===== src/rtl/mbw_map.svh =====
// Notes on behaviour
// Function 10h writes successive registers from a start address, 16 at most.
// Registers of one write are committed one by one in ascending address order.
// A bad value raises an exception; registers committed before it stay written.
// Query: address, function, start, count, byte count twice count, data high first.
// CRC-16 ends every frame, low byte first; reply echoes start and count.
// A 32-bit item spans two registers: even address upper, odd address lower.
// The master writes both halves of a 32-bit item in one query; the slave also takes 007Dh written alone, as the testbench does.
// Operation command registers live only in volatile flops, never in storage.
// Group setting is -1 for none, or 1 to 31 naming the parent slave; the halves are checked apart, so upper FFFFh with lower 0005h can stand.
// After reset both group halves read FFFFh, so no group is set.
// The master accesses both group halves together in one transaction.
// A slave with a group set accepts queries sent to that group address.
// The input command pair is readable, writable, and drives the network inputs.
// Upper input word unused; lower word bits 0 to 15 are the network inputs.
// The output command pair is read only and shows current output status.
// Upper output word unused; lower word bits carry sixteen network outputs.
// Unused upper command words read zero; the input upper word ignores writes, the output upper word refuses them.
// Bad count or byte count is refused with an exception and no write.
`ifndef MBW_MAP_SVH
`define MBW_MAP_SVH

// ************************************************************
// Function and exception codes
// ************************************************************
`define MBW_FC_READ 8'h03
`define MBW_FC_WRITE_MULTI 8'h10
`define MBW_EXC_FLAG 8'h80
`define MBW_EXC_NONE 8'h00
`define MBW_EXC_ADDR 8'h02
`define MBW_EXC_VALUE 8'h03
`define MBW_BROADCAST 8'h00

// ************************************************************
// Register offsets and values
// ************************************************************
`define MBW_REG_GROUP_UP 16'h0030
`define MBW_REG_GROUP_LO 16'h0031
`define MBW_REG_NIN_UP 16'h007C
`define MBW_REG_NIN_LO 16'h007D
`define MBW_REG_NOUT_UP 16'h007E
`define MBW_REG_NOUT_LO 16'h007F
`define MBW_GROUP_RESET 16'hFFFF
`define MBW_GROUP_MIN 16'h0001
`define MBW_GROUP_MAX 16'h001F
`define MBW_NIN_RESET 16'h0000
`define MBW_MAX_REGS 16'h0010

// ************************************************************
// Frame layout and CRC
// ************************************************************
`define MBW_HDR_LAST_READ 8'h03
`define MBW_HDR_LAST_WRITE 8'h04
`define MBW_LEN_EXC 6'h03
`define MBW_LEN_WRITE 6'h06
`define MBW_LEN_READ_HDR 6'h03
`define MBW_CRC_INIT 16'hFFFF
`define MBW_CRC_POLY 16'hA001

`endif


===== src/rtl/mbw_pkg.sv =====
package mbw_pkg;

   typedef enum logic [7:0] {
      ST_ADDR = 8'b0000_0001,
      ST_FUNC = 8'b0000_0010,
      ST_HDR = 8'b0000_0100,
      ST_DATA = 8'b0000_1000,
      ST_CRC = 8'b0001_0000,
      ST_EXEC = 8'b0010_0000,
      ST_RESP = 8'b0100_0000,
      ST_SKIP = 8'b1000_0000
   } mbw_state_t;

   typedef logic [15:0] mbw_word_t;

endpackage


===== src/rtl/mbw_crc_step.sv =====
`timescale 1ns/10ps
`default_nettype none
`include "mbw_map.svh"

module mbw_crc_step (
   input wire logic [15:0] crc_in,
   input wire logic [7:0] data_in,
   output logic [15:0] crc_out
);

   // ************************************************************
   // One byte of CRC-16, reflected polynomial
   // ************************************************************
   always_comb
   begin
      crc_out = crc_in ^ {8'h00, data_in};
      for (int i = 0; i < 8; i++)
      begin
         if (crc_out[0])
         begin
            crc_out = (crc_out >> 1) ^ `MBW_CRC_POLY;
         end
         else
         begin
            crc_out = crc_out >> 1;
         end
      end
   end

endmodule
`default_nettype wire


===== src/rtl/mbw_multi_write.sv =====
`timescale 1ns/10ps
`default_nettype none
`include "mbw_map.svh"

module mbw_multi_write (
   input wire logic clock,
   input wire logic reset,
   input wire logic [7:0] station_address,
   input wire logic [7:0] rx_data,
   input wire logic rx_valid,
   input wire logic rx_gap,
   input wire logic [15:0] network_output_bit,
   input wire logic tx_ready,
   output logic [7:0] tx_data,
   output logic tx_valid,
   output logic [15:0] network_input_bit,
   output logic [31:0] group_setting
);

   // ************************************************************
   // State
   // ************************************************************
   mbw_pkg::mbw_state_t state_r, state_nxt;
   logic [7:0] bcnt_r, bcnt_nxt;
   logic [7:0] faddr_r, faddr_nxt;
   logic [7:0] func_r, func_nxt;
   logic [15:0] start_r, start_nxt;
   logic [15:0] count_r, count_nxt;
   logic [7:0] bytes_r, bytes_nxt;
   logic [7:0] hi_r, hi_nxt;
   logic [7:0] err_r, err_nxt;
   logic [3:0] idx_r, idx_nxt;
   logic reply_r, reply_nxt;
   logic [15:0] rx_crc_r, rx_crc_nxt;
   logic [15:0] tx_crc_r, tx_crc_nxt;
   logic [5:0] tidx_r, tidx_nxt;
   logic [7:0] tx_data_r, tx_data_nxt;
   logic tx_valid_r, tx_valid_nxt;
   mbw_pkg::mbw_word_t grp_hi_r, grp_hi_nxt;
   mbw_pkg::mbw_word_t grp_lo_r, grp_lo_nxt;
   mbw_pkg::mbw_word_t nin_r, nin_nxt;
   mbw_pkg::mbw_word_t wbuf_r [16];
   mbw_pkg::mbw_word_t wbuf_nxt [16];

   logic [15:0] rx_crc_base;
   logic [15:0] rx_crc_step;
   logic [15:0] tx_crc_step;
   logic [7:0] tx_body;
   logic [5:0] tlen;
   logic [5:0] trel;
   logic [15:0] rd_addr;
   logic [15:0] ex_addr;
   logic [15:0] cnt_new;
   logic group_on;
   logic is_write;

   // ************************************************************
   // Register map helpers
   // ************************************************************
   function automatic logic is_mapped(input logic [15:0] a);
      is_mapped = (a == `MBW_REG_GROUP_UP) || (a == `MBW_REG_GROUP_LO) ||
                  (a == `MBW_REG_NIN_UP) || (a == `MBW_REG_NIN_LO) ||
                  (a == `MBW_REG_NOUT_UP) || (a == `MBW_REG_NOUT_LO);
   endfunction

   function automatic logic [7:0] wr_check(input logic [15:0] a,
                                           input logic [15:0] v);
      wr_check = `MBW_EXC_NONE;
      if (a == `MBW_REG_GROUP_UP)
      begin
         if (v != `MBW_GROUP_RESET && v != 16'h0000)
         begin
            wr_check = `MBW_EXC_VALUE;
         end
      end
      else if (a == `MBW_REG_GROUP_LO)
      begin
         if (v != `MBW_GROUP_RESET &&
             (v < `MBW_GROUP_MIN || v > `MBW_GROUP_MAX))
         begin
            wr_check = `MBW_EXC_VALUE;
         end
      end
      else if (a != `MBW_REG_NIN_UP && a != `MBW_REG_NIN_LO)
      begin
         wr_check = `MBW_EXC_ADDR;
      end
   endfunction

   // ************************************************************
   // CRC steps
   // ************************************************************
   assign rx_crc_base = (state_r == mbw_pkg::ST_ADDR) ? `MBW_CRC_INIT
                                                       : rx_crc_r;

   mbw_crc_step u_rx_crc (
      .crc_in(rx_crc_base),
      .data_in(rx_data),
      .crc_out(rx_crc_step)
   );

   mbw_crc_step u_tx_crc (
      .crc_in(tx_crc_r),
      .data_in(tx_body),
      .crc_out(tx_crc_step)
   );

   // ************************************************************
   // Response bytes
   // ************************************************************
   assign is_write = (func_r == `MBW_FC_WRITE_MULTI);
   assign trel = tidx_r - `MBW_LEN_READ_HDR;
   assign rd_addr = start_r + {11'h000, trel[5:1]};
   assign ex_addr = start_r + {12'h000, idx_r};
   assign group_on = (grp_hi_r == 16'h0000) && (grp_lo_r >= `MBW_GROUP_MIN)
                     && (grp_lo_r <= `MBW_GROUP_MAX);

   always_comb
   begin
      if (err_r != `MBW_EXC_NONE)
      begin
         tlen = `MBW_LEN_EXC;
      end
      else if (is_write)
      begin
         tlen = `MBW_LEN_WRITE;
      end
      else
      begin
         tlen = `MBW_LEN_READ_HDR + {count_r[4:0], 1'b0};
      end
   end

   always_comb
   begin
      logic [15:0] v;
      v = 16'h0000;
      if (rd_addr == `MBW_REG_GROUP_UP)
      begin
         v = grp_hi_r;
      end
      else if (rd_addr == `MBW_REG_GROUP_LO)
      begin
         v = grp_lo_r;
      end
      else if (rd_addr == `MBW_REG_NIN_LO)
      begin
         v = nin_r;
      end
      else if (rd_addr == `MBW_REG_NOUT_LO)
      begin
         v = network_output_bit;
      end
      case (tidx_r)
         6'h00: tx_body = faddr_r;
         6'h01: tx_body = (err_r != `MBW_EXC_NONE) ? (func_r | `MBW_EXC_FLAG)
                                                   : func_r;
         6'h02:
         begin
            if (err_r != `MBW_EXC_NONE)
            begin
               tx_body = err_r;
            end
            else if (is_write)
            begin
               tx_body = start_r[15:8];
            end
            else
            begin
               tx_body = {count_r[6:0], 1'b0};
            end
         end
         default:
         begin
            if (is_write)
            begin
               case (tidx_r)
                  6'h03: tx_body = start_r[7:0];
                  6'h04: tx_body = count_r[15:8];
                  default: tx_body = count_r[7:0];
               endcase
            end
            else
            begin
               tx_body = trel[0] ? v[7:0] : v[15:8];
            end
         end
      endcase
   end

   // ************************************************************
   // Frame receive, execute and reply
   // ************************************************************
   always_comb
   begin
      state_nxt = state_r;
      bcnt_nxt = bcnt_r;
      faddr_nxt = faddr_r;
      func_nxt = func_r;
      start_nxt = start_r;
      count_nxt = count_r;
      bytes_nxt = bytes_r;
      hi_nxt = hi_r;
      err_nxt = err_r;
      idx_nxt = idx_r;
      reply_nxt = reply_r;
      rx_crc_nxt = rx_crc_r;
      tx_crc_nxt = tx_crc_r;
      tidx_nxt = tidx_r;
      tx_data_nxt = tx_data_r;
      tx_valid_nxt = tx_valid_r;
      grp_hi_nxt = grp_hi_r;
      grp_lo_nxt = grp_lo_r;
      nin_nxt = nin_r;
      wbuf_nxt = wbuf_r;
      cnt_new = {count_r[15:8], rx_data};
      if (rx_valid && state_r != mbw_pkg::ST_EXEC &&
          state_r != mbw_pkg::ST_RESP)
      begin
         rx_crc_nxt = rx_crc_step;
      end
      case (state_r)
         mbw_pkg::ST_ADDR:
         begin
            if (rx_valid)
            begin
               faddr_nxt = rx_data;
               err_nxt = `MBW_EXC_NONE;
               reply_nxt = (rx_data == station_address);
               if (rx_data == station_address || rx_data == `MBW_BROADCAST
                   || (group_on && rx_data == grp_lo_r[7:0]))
               begin
                  state_nxt = mbw_pkg::ST_FUNC;
               end
               else
               begin
                  state_nxt = mbw_pkg::ST_SKIP;
               end
            end
         end
         mbw_pkg::ST_FUNC:
         begin
            if (rx_valid)
            begin
               func_nxt = rx_data;
               bcnt_nxt = 8'h00;
               if (rx_data == `MBW_FC_WRITE_MULTI || rx_data == `MBW_FC_READ)
               begin
                  state_nxt = mbw_pkg::ST_HDR;
               end
               else
               begin
                  state_nxt = mbw_pkg::ST_SKIP;
               end
            end
         end
         mbw_pkg::ST_HDR:
         begin
            if (rx_valid)
            begin
               bcnt_nxt = bcnt_r + 8'h01;
               case (bcnt_r)
                  8'h00: start_nxt[15:8] = rx_data;
                  8'h01: start_nxt[7:0] = rx_data;
                  8'h02: count_nxt[15:8] = rx_data;
                  8'h03: count_nxt[7:0] = rx_data;
                  default: bytes_nxt = rx_data;
               endcase
               if (bcnt_r == `MBW_HDR_LAST_READ && !is_write)
               begin
                  if (cnt_new == 16'h0000 || cnt_new > `MBW_MAX_REGS)
                  begin
                     err_nxt = `MBW_EXC_VALUE;
                  end
                  bcnt_nxt = 8'h00;
                  state_nxt = mbw_pkg::ST_CRC;
               end
               else if (bcnt_r == `MBW_HDR_LAST_WRITE)
               begin
                  if (count_r == 16'h0000 || count_r > `MBW_MAX_REGS ||
                      {8'h00, rx_data} != {count_r[14:0], 1'b0})
                  begin
                     err_nxt = `MBW_EXC_VALUE;
                  end
                  bcnt_nxt = 8'h00;
                  state_nxt = (rx_data == 8'h00) ? mbw_pkg::ST_CRC
                                                 : mbw_pkg::ST_DATA;
               end
            end
         end
         mbw_pkg::ST_DATA:
         begin
            if (rx_valid)
            begin
               if (!bcnt_r[0])
               begin
                  hi_nxt = rx_data;
               end
               else if (err_r == `MBW_EXC_NONE && bcnt_r[7:5] == 3'b000)
               begin
                  wbuf_nxt[bcnt_r[4:1]] = {hi_r, rx_data};
               end
               if (bcnt_r == bytes_r - 8'h01)
               begin
                  bcnt_nxt = 8'h00;
                  state_nxt = mbw_pkg::ST_CRC;
               end
               else
               begin
                  bcnt_nxt = bcnt_r + 8'h01;
               end
            end
         end
         mbw_pkg::ST_CRC:
         begin
            if (rx_valid)
            begin
               bcnt_nxt = bcnt_r + 8'h01;
               if (bcnt_r[0])
               begin
                  idx_nxt = 4'h0;
                  state_nxt = (rx_crc_step == 16'h0000) ? mbw_pkg::ST_EXEC
                                                        : mbw_pkg::ST_ADDR;
               end
            end
         end
         mbw_pkg::ST_EXEC:
         begin
            if (err_r != `MBW_EXC_NONE)
            begin
               state_nxt = mbw_pkg::ST_RESP;
            end
            else
            begin
               if (is_write)
               begin
                  err_nxt = wr_check(ex_addr, wbuf_r[idx_r]);
                  if (err_nxt == `MBW_EXC_NONE)
                  begin
                     if (ex_addr == `MBW_REG_GROUP_UP)
                     begin
                        grp_hi_nxt = wbuf_r[idx_r];
                     end
                     else if (ex_addr == `MBW_REG_GROUP_LO)
                     begin
                        grp_lo_nxt = wbuf_r[idx_r];
                     end
                     else if (ex_addr == `MBW_REG_NIN_LO)
                     begin
                        nin_nxt = wbuf_r[idx_r];
                     end
                  end
               end
               else if (!is_mapped(ex_addr))
               begin
                  err_nxt = `MBW_EXC_ADDR;
               end
               // Stop at the first bad register, keep earlier commits
               if ({12'h000, idx_r} == count_r - 16'h0001 ||
                   err_nxt != `MBW_EXC_NONE)
               begin
                  state_nxt = mbw_pkg::ST_RESP;
               end
               idx_nxt = idx_r + 4'h1;
            end
            tidx_nxt = 6'h00;
            tx_crc_nxt = `MBW_CRC_INIT;
         end
         mbw_pkg::ST_RESP:
         begin
            if (!reply_r)
            begin
               state_nxt = mbw_pkg::ST_ADDR;
            end
            else if (!tx_valid_r || tx_ready)
            begin
               if (tidx_r < tlen)
               begin
                  tx_data_nxt = tx_body;
                  tx_crc_nxt = tx_crc_step;
                  tx_valid_nxt = 1'b1;
                  tidx_nxt = tidx_r + 6'h01;
               end
               else if (tidx_r == tlen)
               begin
                  tx_data_nxt = tx_crc_r[7:0];
                  tx_valid_nxt = 1'b1;
                  tidx_nxt = tidx_r + 6'h01;
               end
               else if (tidx_r == tlen + 6'h01)
               begin
                  tx_data_nxt = tx_crc_r[15:8];
                  tx_valid_nxt = 1'b1;
                  tidx_nxt = tidx_r + 6'h01;
               end
               else
               begin
                  tx_valid_nxt = 1'b0;
                  state_nxt = mbw_pkg::ST_ADDR;
               end
            end
         end
         default:
         begin
            state_nxt = state_r;
         end
      endcase
      if (rx_gap && state_r != mbw_pkg::ST_EXEC &&
          state_r != mbw_pkg::ST_RESP)
      begin
         state_nxt = mbw_pkg::ST_ADDR;
      end
   end

   always_ff @(posedge clock)
   begin
      if (reset)
      begin
         state_r <= mbw_pkg::ST_ADDR;
         bcnt_r <= 8'h00;
         faddr_r <= 8'h00;
         func_r <= 8'h00;
         start_r <= 16'h0000;
         count_r <= 16'h0000;
         bytes_r <= 8'h00;
         hi_r <= 8'h00;
         err_r <= `MBW_EXC_NONE;
         idx_r <= 4'h0;
         reply_r <= 1'b0;
         rx_crc_r <= `MBW_CRC_INIT;
         tx_crc_r <= `MBW_CRC_INIT;
         tidx_r <= 6'h00;
         tx_data_r <= 8'h00;
         tx_valid_r <= 1'b0;
         grp_hi_r <= `MBW_GROUP_RESET;
         grp_lo_r <= `MBW_GROUP_RESET;
         nin_r <= `MBW_NIN_RESET;
      end
      else
      begin
         state_r <= state_nxt;
         bcnt_r <= bcnt_nxt;
         faddr_r <= faddr_nxt;
         func_r <= func_nxt;
         start_r <= start_nxt;
         count_r <= count_nxt;
         bytes_r <= bytes_nxt;
         hi_r <= hi_nxt;
         err_r <= err_nxt;
         idx_r <= idx_nxt;
         reply_r <= reply_nxt;
         rx_crc_r <= rx_crc_nxt;
         tx_crc_r <= tx_crc_nxt;
         tidx_r <= tidx_nxt;
         tx_data_r <= tx_data_nxt;
         tx_valid_r <= tx_valid_nxt;
         grp_hi_r <= grp_hi_nxt;
         grp_lo_r <= grp_lo_nxt;
         nin_r <= nin_nxt;
      end
   end

   always_ff @(posedge clock)
   begin
      wbuf_r <= wbuf_nxt;
   end

   assign tx_data = tx_data_r;
   assign tx_valid = tx_valid_r;
   assign network_input_bit = nin_r;
   assign group_setting = {grp_hi_r, grp_lo_r};

endmodule
`default_nettype wire


===== config.mk =====
export PLATFORM = sky130hd
export DESIGN_NAME = mbw_multi_write
export DESIGN_NICKNAME = d
export VERILOG_FILES = /design/src/rtl/mbw_pkg.sv /design/src/rtl/mbw_crc_step.sv /design/src/rtl/mbw_multi_write.sv
export VERILOG_INCLUDE_DIRS = /design/src /design/src/rtl
export SDC_FILE = /design/constraint.sdc
export NUM_CORES = 1
export LEC_CHECK = 0
export CAP_MARGIN = 20
export CELL_PAD_IN_SITES_DETAIL_PLACEMENT = 1
export CELL_PAD_IN_SITES_GLOBAL_PLACEMENT = 2
export CORE_MARGIN = 5
export CORE_UTILIZATION = 35
export CTS_BUF_LIST = sky130_fd_sc_hd__clkbuf_8
export DETAILED_ROUTE_END_ITERATION = 12
export DONT_BUFFER_PORTS = 1
export GPL_ROUTABILITY_DRIVEN = 0
export PLACE_DENSITY_LB_ADDON = 0.1
export SLEW_MARGIN = 20
export SYNTH_ARGS = -nofsm -noshare
export SYNTH_HDL_FRONTEND = slang
export SYNTH_SLANG_ARGS = --single-unit

===== constraint.sdc =====
create_clock -name clock -period 4.9 [get_ports clock]
set_input_delay 0.98 -clock clock [delete_from_list [all_inputs] [get_ports clock]]
set_output_delay 0.98 -clock clock [all_outputs]
set_load 0.01 [all_outputs]

==> out/summary.md, run 1 <==
The setup TNS is 0 ns. The overall track demand over capacity in global routing was 20.9%; the highest net fanout along the worst path was 7. IR analysis of the VDD net gives a maximum drop of 0.193 mV.

The first TritonRoute pass finished after 5 iterations. The tree is rooted in a sky130_fd_sc_hd__clkbuf_8. Leaving out fill and tap cells, the most frequent cell in the layout is sky130_fd_sc_hd__edfxtp_1. The clock network is responsible for 46.6% of the overall power.

The average instance in the mapped netlist occupies 11.7 sq um. Net load switching power: 1890 uW. Of the available clock period, the critical path in the final layout requires 95.0%.

The worst min-delay path startpoint is rx_data[4]. Data on the critical path arrives at its endpoint at 5.27 ns. The number of distinct library cells after synthesis was 80.

The kind of critical path is reg -> reg. The logs give 1964 for the count of nets after finishing and 7960 uW for the total power consumption of the routed design. Summed over all layers, the global routing overflow is 0. The routed design has 70.5 mm of wire. The count of final hold-check violations was 0; the height of the die was 257 microns. The logs give 0 for the count of hold-fix buffers inserted at cts and 0.245 ns for the post-layout worst setup margin.

Derived from the worst setup path, the maximum achievable clock frequency is 215 MHz. In the layout the commonest cells are sky130_fd_sc_hd__edfxtp_1 (256), sky130_fd_sc_hd__nor2_1 (194), sky130_fd_sc_hd__dfxtp_1 (186), sky130_fd_sc_hd__mux2i_1 (112), sky130_fd_sc_hd__nand2_1 (107). Slowest library cell on the worst path: sky130_fd_sc_hd__fa_1. During placement, the flow inserted port buffers numbering 0. Setup violations remaining at the end of the flow were counted as 0. Cell internal power was estimated by the tool at 6070 uW.

CTS built an H-tree with a depth of 3. Clock period minus worst slack: 4.65 ns. After detailed placement, the total cell area comes to 22600 sq um.

The share of layout cells above drive strength 1 is 17.8%. Area growth from synthesis to final layout: 14.9%. Before CTS, the worst setup slack after placement is -0.141 ns.

Clock tree synthesis inserted a total of 85 buffers. For the number of synthesis warnings, the log shows 0. In this run, synthesis produced a sequential element count of 444.

The proportion of register bits with asynchronous set or reset after synthesis came out at 0%. For this design the static power due to leakage is 0.00890 uW. The path class of the tightest hold or removal check is in -> reg. In this run the critical register-to-register path is launched from tidx_r[1].

Synthesis handed over a netlist of 1821 instances. Largest buffer count on any clock path: 3. On the final layout, the worst clock skew is 0.0397 ns. Measured against its own limit, the worst slew margin works out to 38.4%.

The number of nets in the synthesized netlist is 1890. After the first detailed-routing iteration, the DRC count stood at 828. After clock tree synthesis, the clock-pin slew on the worst setup and hold paths is 0.06 ns. For this run, the leading register cell type out of synthesis is sky130_fd_sc_hd__edfxtp_1. At the worst endpoint, the required time is 5.51 ns.

The flow ran to the end, and the final reports show no timing, DRC or antenna violations. The power density over cell area came out at 325 nW/um^2. The mapped netlist covers 21300 sq um. Combinational cells account for 3.6% of the total power. After routing the design area is 24500 sq um. The core region is 60400 sq um. The count of flip-flops with a built-in enable after synthesis works out to 256. The share of power burned in registers was 49.7%. TritonCTS built the clock tree. The startpoint of the most critical setup path was tidx_r[1].

The post-route DRC violation count is 0. The via count of the first global-routing pass was 15900. For the number of maximum-capacitance constraint violations, the log shows 0. In this run the remaining antenna-violating nets after routing total 0.

The tools report the count of filler cells inserted in the layout as 6460. The HPWL after detailed placement is 47.1 mm. Number of placement rows: 90. STA classifies the critical path startpoint as a flop. Entering global routing, the biggest net connects 151 pins.

STA classifies the critical path endpoint as a flop. The transition time of the tightest slew-check pin is 0.922 ns. The initial antenna violation count was 1.

The share of total power consumed by net switching is 23.7%, and the detailed-route via count is 15200. Dividing the detail-routed wire length by the instance count gives 25.7 microns. The total clock sinks is 444. For this design the top-level I/O count stands at 94. The mean number of vias per cell is 5.54. The run gives 0.384 ns as the worst hold slack. Worst-skew pair later-pin latency: 0.70 ns. The number of max-slew violations in the final report came out at 0.

The sequential area share after synthesis came out at 53.7%. The largest single stage delay on the critical path is 0.41 ns. The global-route wire length before repair came out at 105 mm. Traced cell by cell, the critical path runs through inv_1, ha_1, ha_2, fa_1, buf_4, a2111oi_2, o31ai_1, o311a_1, a2111o_1, a211o_4, nor4_4, buf_4, o21ai_1, xor2_1, xor2_1, xnor3_1, xnor3_1, a21oi_1. The floorplan step set the die width to 257 microns. The tools report the overall die area as 65900 sq um. Once the floorplan was initialized, standard cells occupied 35.3% of the core.
-- routing by layer --
layer / global-route usage, % / up-vias / routed length, microns
met5: 0 / - / 0
met4: 5.22 / 0 / 1630
met3: 3.31 / 101 / 2160
met2: 36.6 / 231 / 35400
met1: 27.0 / 7879 / 31300
li1: - / 6994 / -
-- Yosys cell counts, types with 32 or more instances --
master	count	share of area [%]
sky130_fd_sc_hd__dfxtp_1	188	18
sky130_fd_sc_hd__xnor2_1	58	2.4
sky130_fd_sc_hd__mux2i_1	112	5.3
sky130_fd_sc_hd__nor3_1	38	0.89
sky130_fd_sc_hd__nand2_1	107	1.9
sky130_fd_sc_hd__xor2_1	49	2.0
sky130_fd_sc_hd__edfxtp_1	256	36
sky130_fd_sc_hd__nor4_1	33	0.97
sky130_fd_sc_hd__o21ai_0	55	1.3
sky130_fd_sc_hd__nor2_1	197	3.5
sky130_fd_sc_hd__mux4_2	72	7.6
sky130_fd_sc_hd__clkbuf_1	90	1.6
sky130_fd_sc_hd__a21oi_1	69	1.6
sky130_fd_sc_hd__inv_1	32	0.56
sky130_fd_sc_hd__nand3_1	46	1.1
-- power groups by stage --
stage	logic (uW)	registers, uW	clock network [uW]
6_report	289	3960	3710
5_1_grt	315	3960	4020
4_1_cts	286	3960	3840
3_5_place_dp	285	4040	0
3_3_place_gp	283	4040	0
2_1_floorplan	235	4030	0
-- stage by stage --
| step | cells | utilization, % |
|---|---|---|
| finish | 2746 | 40.6 |
| global route | 2746 | 40.6 |
| CTS | 2743 | 40.4 |
| detailed placement | 2588 | 37.5 |
| global placement | 2588 | 37.5 |
| floorplan | 1821 | - |
-- worst paths after layout --
check,cells past startpoint,endpoint,slack (ns)
worst max-delay path,18,tx_crc_r[0],0.25
worst max register to register,18,tx_crc_r[0],0.25
worst min-delay path,0,wbuf_r[196],0.38
worst min register to register,2,faddr_r[7],0.46
-- worst max-delay path, delay by kind of cell (launching register included) --
family          cells  cell delay (ns)
xor+xnor            4             1.12
compound gates      7             1.48
buf+inv             3             0.42
flops               1             0.35
simple gates        1             0.26
fa+ha+maj           3             0.93
-- registers in the layout, indices dropped and copies added, names as in the netlist, 6 cells and up --
register / count
wbuf_r: 256
count_r: 16
grp_hi_r: 16
grp_lo_r: 16
network_input_bit: 16
rx_crc_r: 16
start_r: 16
tx_crc_r: 16
bcnt_r: 8
bytes_r: 8
err_r: 8
faddr_r: 8
func_r: 8
hi_r: 8
state_r: 8
tx_data: 8
tidx_r: 6
-- what timing repair did --
action,CTS,global route
resized for setup,8,18
endpoints found under the setup margin,3,4
hold endpoints to repair,0,0
pin swaps,2,7
setup buffers,0,2
-- kinds of logic (layout without fill, tap and decap cells) --
kind of cell             count (synthesis)  after routing  share of synthesized area, %
AO/OA/AOI/OAI                          324            324                          10.3
XOR/XNOR                               110            110                          4.72
adder cells (fa/ha/maj)                 32             32                          1.95
buffers and inverters                  151            293                          2.98
flip-flops                             444            444                          53.7
multiplexers                           191            191                          13.2
other                                    0              1                             0
AND/OR/NAND/NOR                        569            569                          13.0
-- final cells by class --
cell class | instances | area (sq um) | share of cell area (%)
sequential | 444 | 11500 | 46.8
multi-input combinational | 1226 | 9390 | 38.3
clock buffer | 96 | 1320 | 5.40
tap | 782 | 978 | 4.00
timing repair buffer | 105 | 801 | 3.27
clock inverter | 59 | 412 | 1.68
inverter | 33 | 124 | 0.506
antenna | 1 | 2.50 | 0.0102
No activity file was read; power rests on OpenSTA's default activity.
==> inputs of run 2 (changes only) <==
--- a/config.mk
+++ b/config.mk
@@ -10,5 +10,4 @@
 export CELL_PAD_IN_SITES_DETAIL_PLACEMENT = 1
 export CELL_PAD_IN_SITES_GLOBAL_PLACEMENT = 2
-export CORE_MARGIN = 5
 export CORE_UTILIZATION = 35
 export CTS_BUF_LIST = sky130_fd_sc_hd__clkbuf_8
==> constraint.sdc (replaced) <==
create_clock -name clock -period 4.9 [get_ports clock]
set_input_delay 0.98 -clock clock [delete_from_list [all_inputs] [get_ports clock]]
set_output_delay 0.98 -clock clock [all_outputs]
set_load 0.02 [all_outputs]
==> out/summary.md, run 2 (synthesis gave the netlist of run 1 again) <==
The flow ran to the end, and the final reports show no timing, DRC or antenna violations. Dividing the final minimum period by the clock period gives 96.8%. Summing internal, switching and leakage power gives 7740 uW. CTS saw 444 sinks. The count of nets left with antenna violations once routing finished came out at 0. The tools report the area of the multi-input gates as 9330 sq um. The count of final hold-check violations was 0.

Final routed wirelength across all metal layers: 69.7 mm. Entering global routing, the biggest net connects 151 pins. The detailed-route via count is 15200, and the number of levels the H-tree was split into is 3. The arrival time of data at the critical path endpoint is 5.35 ns.

Registers take 11500 sq um. The kind of critical path is reg -> reg. Setup violations remaining at the end of the flow were counted as 0. The highest layer touched by signal routing is met4. STA classifies the critical path startpoint as a flop. Once detailed placement completed, the half-perimeter wirelength came to 46.4 mm. The largest buffer count on any clock path was 3; the post-route DRC violation count was 0. The power density over cell area was 319 nW/um^2. In the final design database the tool counted 1961 nets.

The root buffer cell chosen for the clock tree is sky130_fd_sc_hd__clkbuf_8. The clock period minus worst slack was 4.75 ns. The tightest hold path in the finished design has a slack of 0.377 ns. The initial utilization of the core area, before any placement, comes to 35.4%. Global-route wire length before repair: 105 mm. 94 I/O pins were placed. The height of the die came out at 249 microns. Leaving out fill and tap cells, the most frequent cells in the layout are sky130_fd_sc_hd__edfxtp_1 (256), sky130_fd_sc_hd__nor2_1 (193), sky130_fd_sc_hd__dfxtp_1 (185), sky130_fd_sc_hd__mux2i_1 (112), sky130_fd_sc_hd__nand2_1 (107). Headroom to the max-slew limit came out at 33.2%. In the final timing run, aggregate negative setup slack is 0 ns. The flip-flop count of the largest register, all copies and words added was 256; the count of input and output buffers was 0.

The total iterations of the first detailed-routing run was 5. Across the run, the number of max-cap violations was 0. VDD sags by at most 0.173 mV. The highest net fanout along the worst path is 7.

The worst-skew pair later-pin latency came out at 0.69 ns. The library cell used most frequently in the layout, excluding fill and tap cells, is sky130_fd_sc_hd__edfxtp_1. After clock tree synthesis, the clock-pin slew on the worst setup and hold paths is 0.07 ns. Clock skew on the completed layout was measured at 0.0406 ns.

More flip-flops sit in one register than any other, and that register is wbuf_r. The area growth from synthesis to final layout works out to 14.0%. In the final routing, the length of wire on met1 measures 31.6 mm.

The initial antenna violation count is 1, and the share of layout cells above drive strength 1 is 16.8%. After detailed routing, the number of vias per cell comes to 5.52. The leakage power was 0.00885 uW; the number of violations reported at the end of detailed-routing iteration 0 was 899. For the via count of the first global-routing pass, the log shows 15900. Routed wire length on met3: 1.89 mm. The standard cell core area was 60200 sq um; the final design utilization was 40.3%.

TritonCTS built the clock tree. Buffers inserted during clock tree synthesis total 82. The worst setup path is captured at a flop. After global routing the overflow that remains totals 0. The average detailed-routed wire length per instance is 25.4 microns, and the wire length on met2 is 34.6 mm. The floorplan has 90 rows. Fill cells in the final layout number 6415. Timing would allow up to 211 MHz.

The die is 249 microns wide. The transition time of the tightest slew-check pin was 0.999 ns. Worst min-delay path class: in -> reg. The die covers 61900 sq um. Across every metal layer, demand over resource in global routing totals 22.6%. For the worst setup path, the data required time is 5.50 ns. The number of max-slew violations in the final report is 0.
==> run 2: worst max-delay path, cell delays in order (launching register included) <==
cell and delay (ns):
sky130_fd_sc_hd__dfxtp_1 0.38, sky130_fd_sc_hd__inv_1 0.08, sky130_fd_sc_hd__ha_1 0.31, sky130_fd_sc_hd__ha_2 0.22, sky130_fd_sc_hd__fa_1 0.41, sky130_fd_sc_hd__buf_4 0.18, sky130_fd_sc_hd__a2111oi_2 0.30, sky130_fd_sc_hd__o31ai_1 0.12
sky130_fd_sc_hd__o311a_1 0.16, sky130_fd_sc_hd__a2111o_1 0.36, sky130_fd_sc_hd__a211o_4 0.31, sky130_fd_sc_hd__nor4_1 0.26, sky130_fd_sc_hd__buf_4 0.18, sky130_fd_sc_hd__o21ai_0 0.13, sky130_fd_sc_hd__xor2_1 0.26, sky130_fd_sc_hd__xor3_2 0.34
sky130_fd_sc_hd__xnor2_2 0.23, sky130_fd_sc_hd__xnor3_1 0.25, sky130_fd_sc_hd__a21oi_1 0.19
==> run 2: through the flow <==
step,setup slack [ns],instances,area (sq um)
after floorplan,0.0367,1821,21300
after global placement,0.0348,2585,22600
after detailed placement,-0.0607,2585,22600
after CTS,0.0107,2737,24200
after global routing,-0.133,2744,24300
final,0.155,2744,24300
==> run 2: final cells by class <==
cell class              count  share of cell area (%)
clock inverters            64                    1.55
flip-flops and latches    444                    47.2
repair buffers            105                    3.30
multi-input cells        1226                    38.4
diodes                      2                  0.0206
inverters                  33                   0.510
clock buffers              88                    4.99
well taps                 782                    4.03
==> run 2: power breakdown <==
group	switching, uW	total [uW]	leakage, uW	internal, uW
Combinational	148	284	0.00422	136
Sequential	18.2	3960	0.00371	3940
Clock	1700	3500	0.000926	1800
Total	1870	7740	0.00885	5870
==> run 2: path summary, 6_finish.rpt <==
check | startpoint | endpoint | slack, ns | depth (start not counted)
max | tidx_r[0] | tx_crc_r[0] | 0.15 | 18
min | reset | tx_data[5] | 0.38 | 1
min reg2reg | faddr_r[0] | faddr_r[0] | 0.46 | 2
max reg2reg | tidx_r[0] | tx_crc_r[0] | 0.15 | 18
==> run 2: metal layers <==
metal  vias up  GRT usage (%)
li1       6992              -
met1      7829           29.5
met2       228           38.7
met3       103           3.31
met4         0           6.51
met5         -              0
==> run 2: repair_timing <==
action                                  4_1_cts  5_1_grt
resized for setup                             4       13
setup buffers                                 0        5
endpoints found under the setup margin        3        4
pin swaps                                     1        5
hold buffers                                  0        0
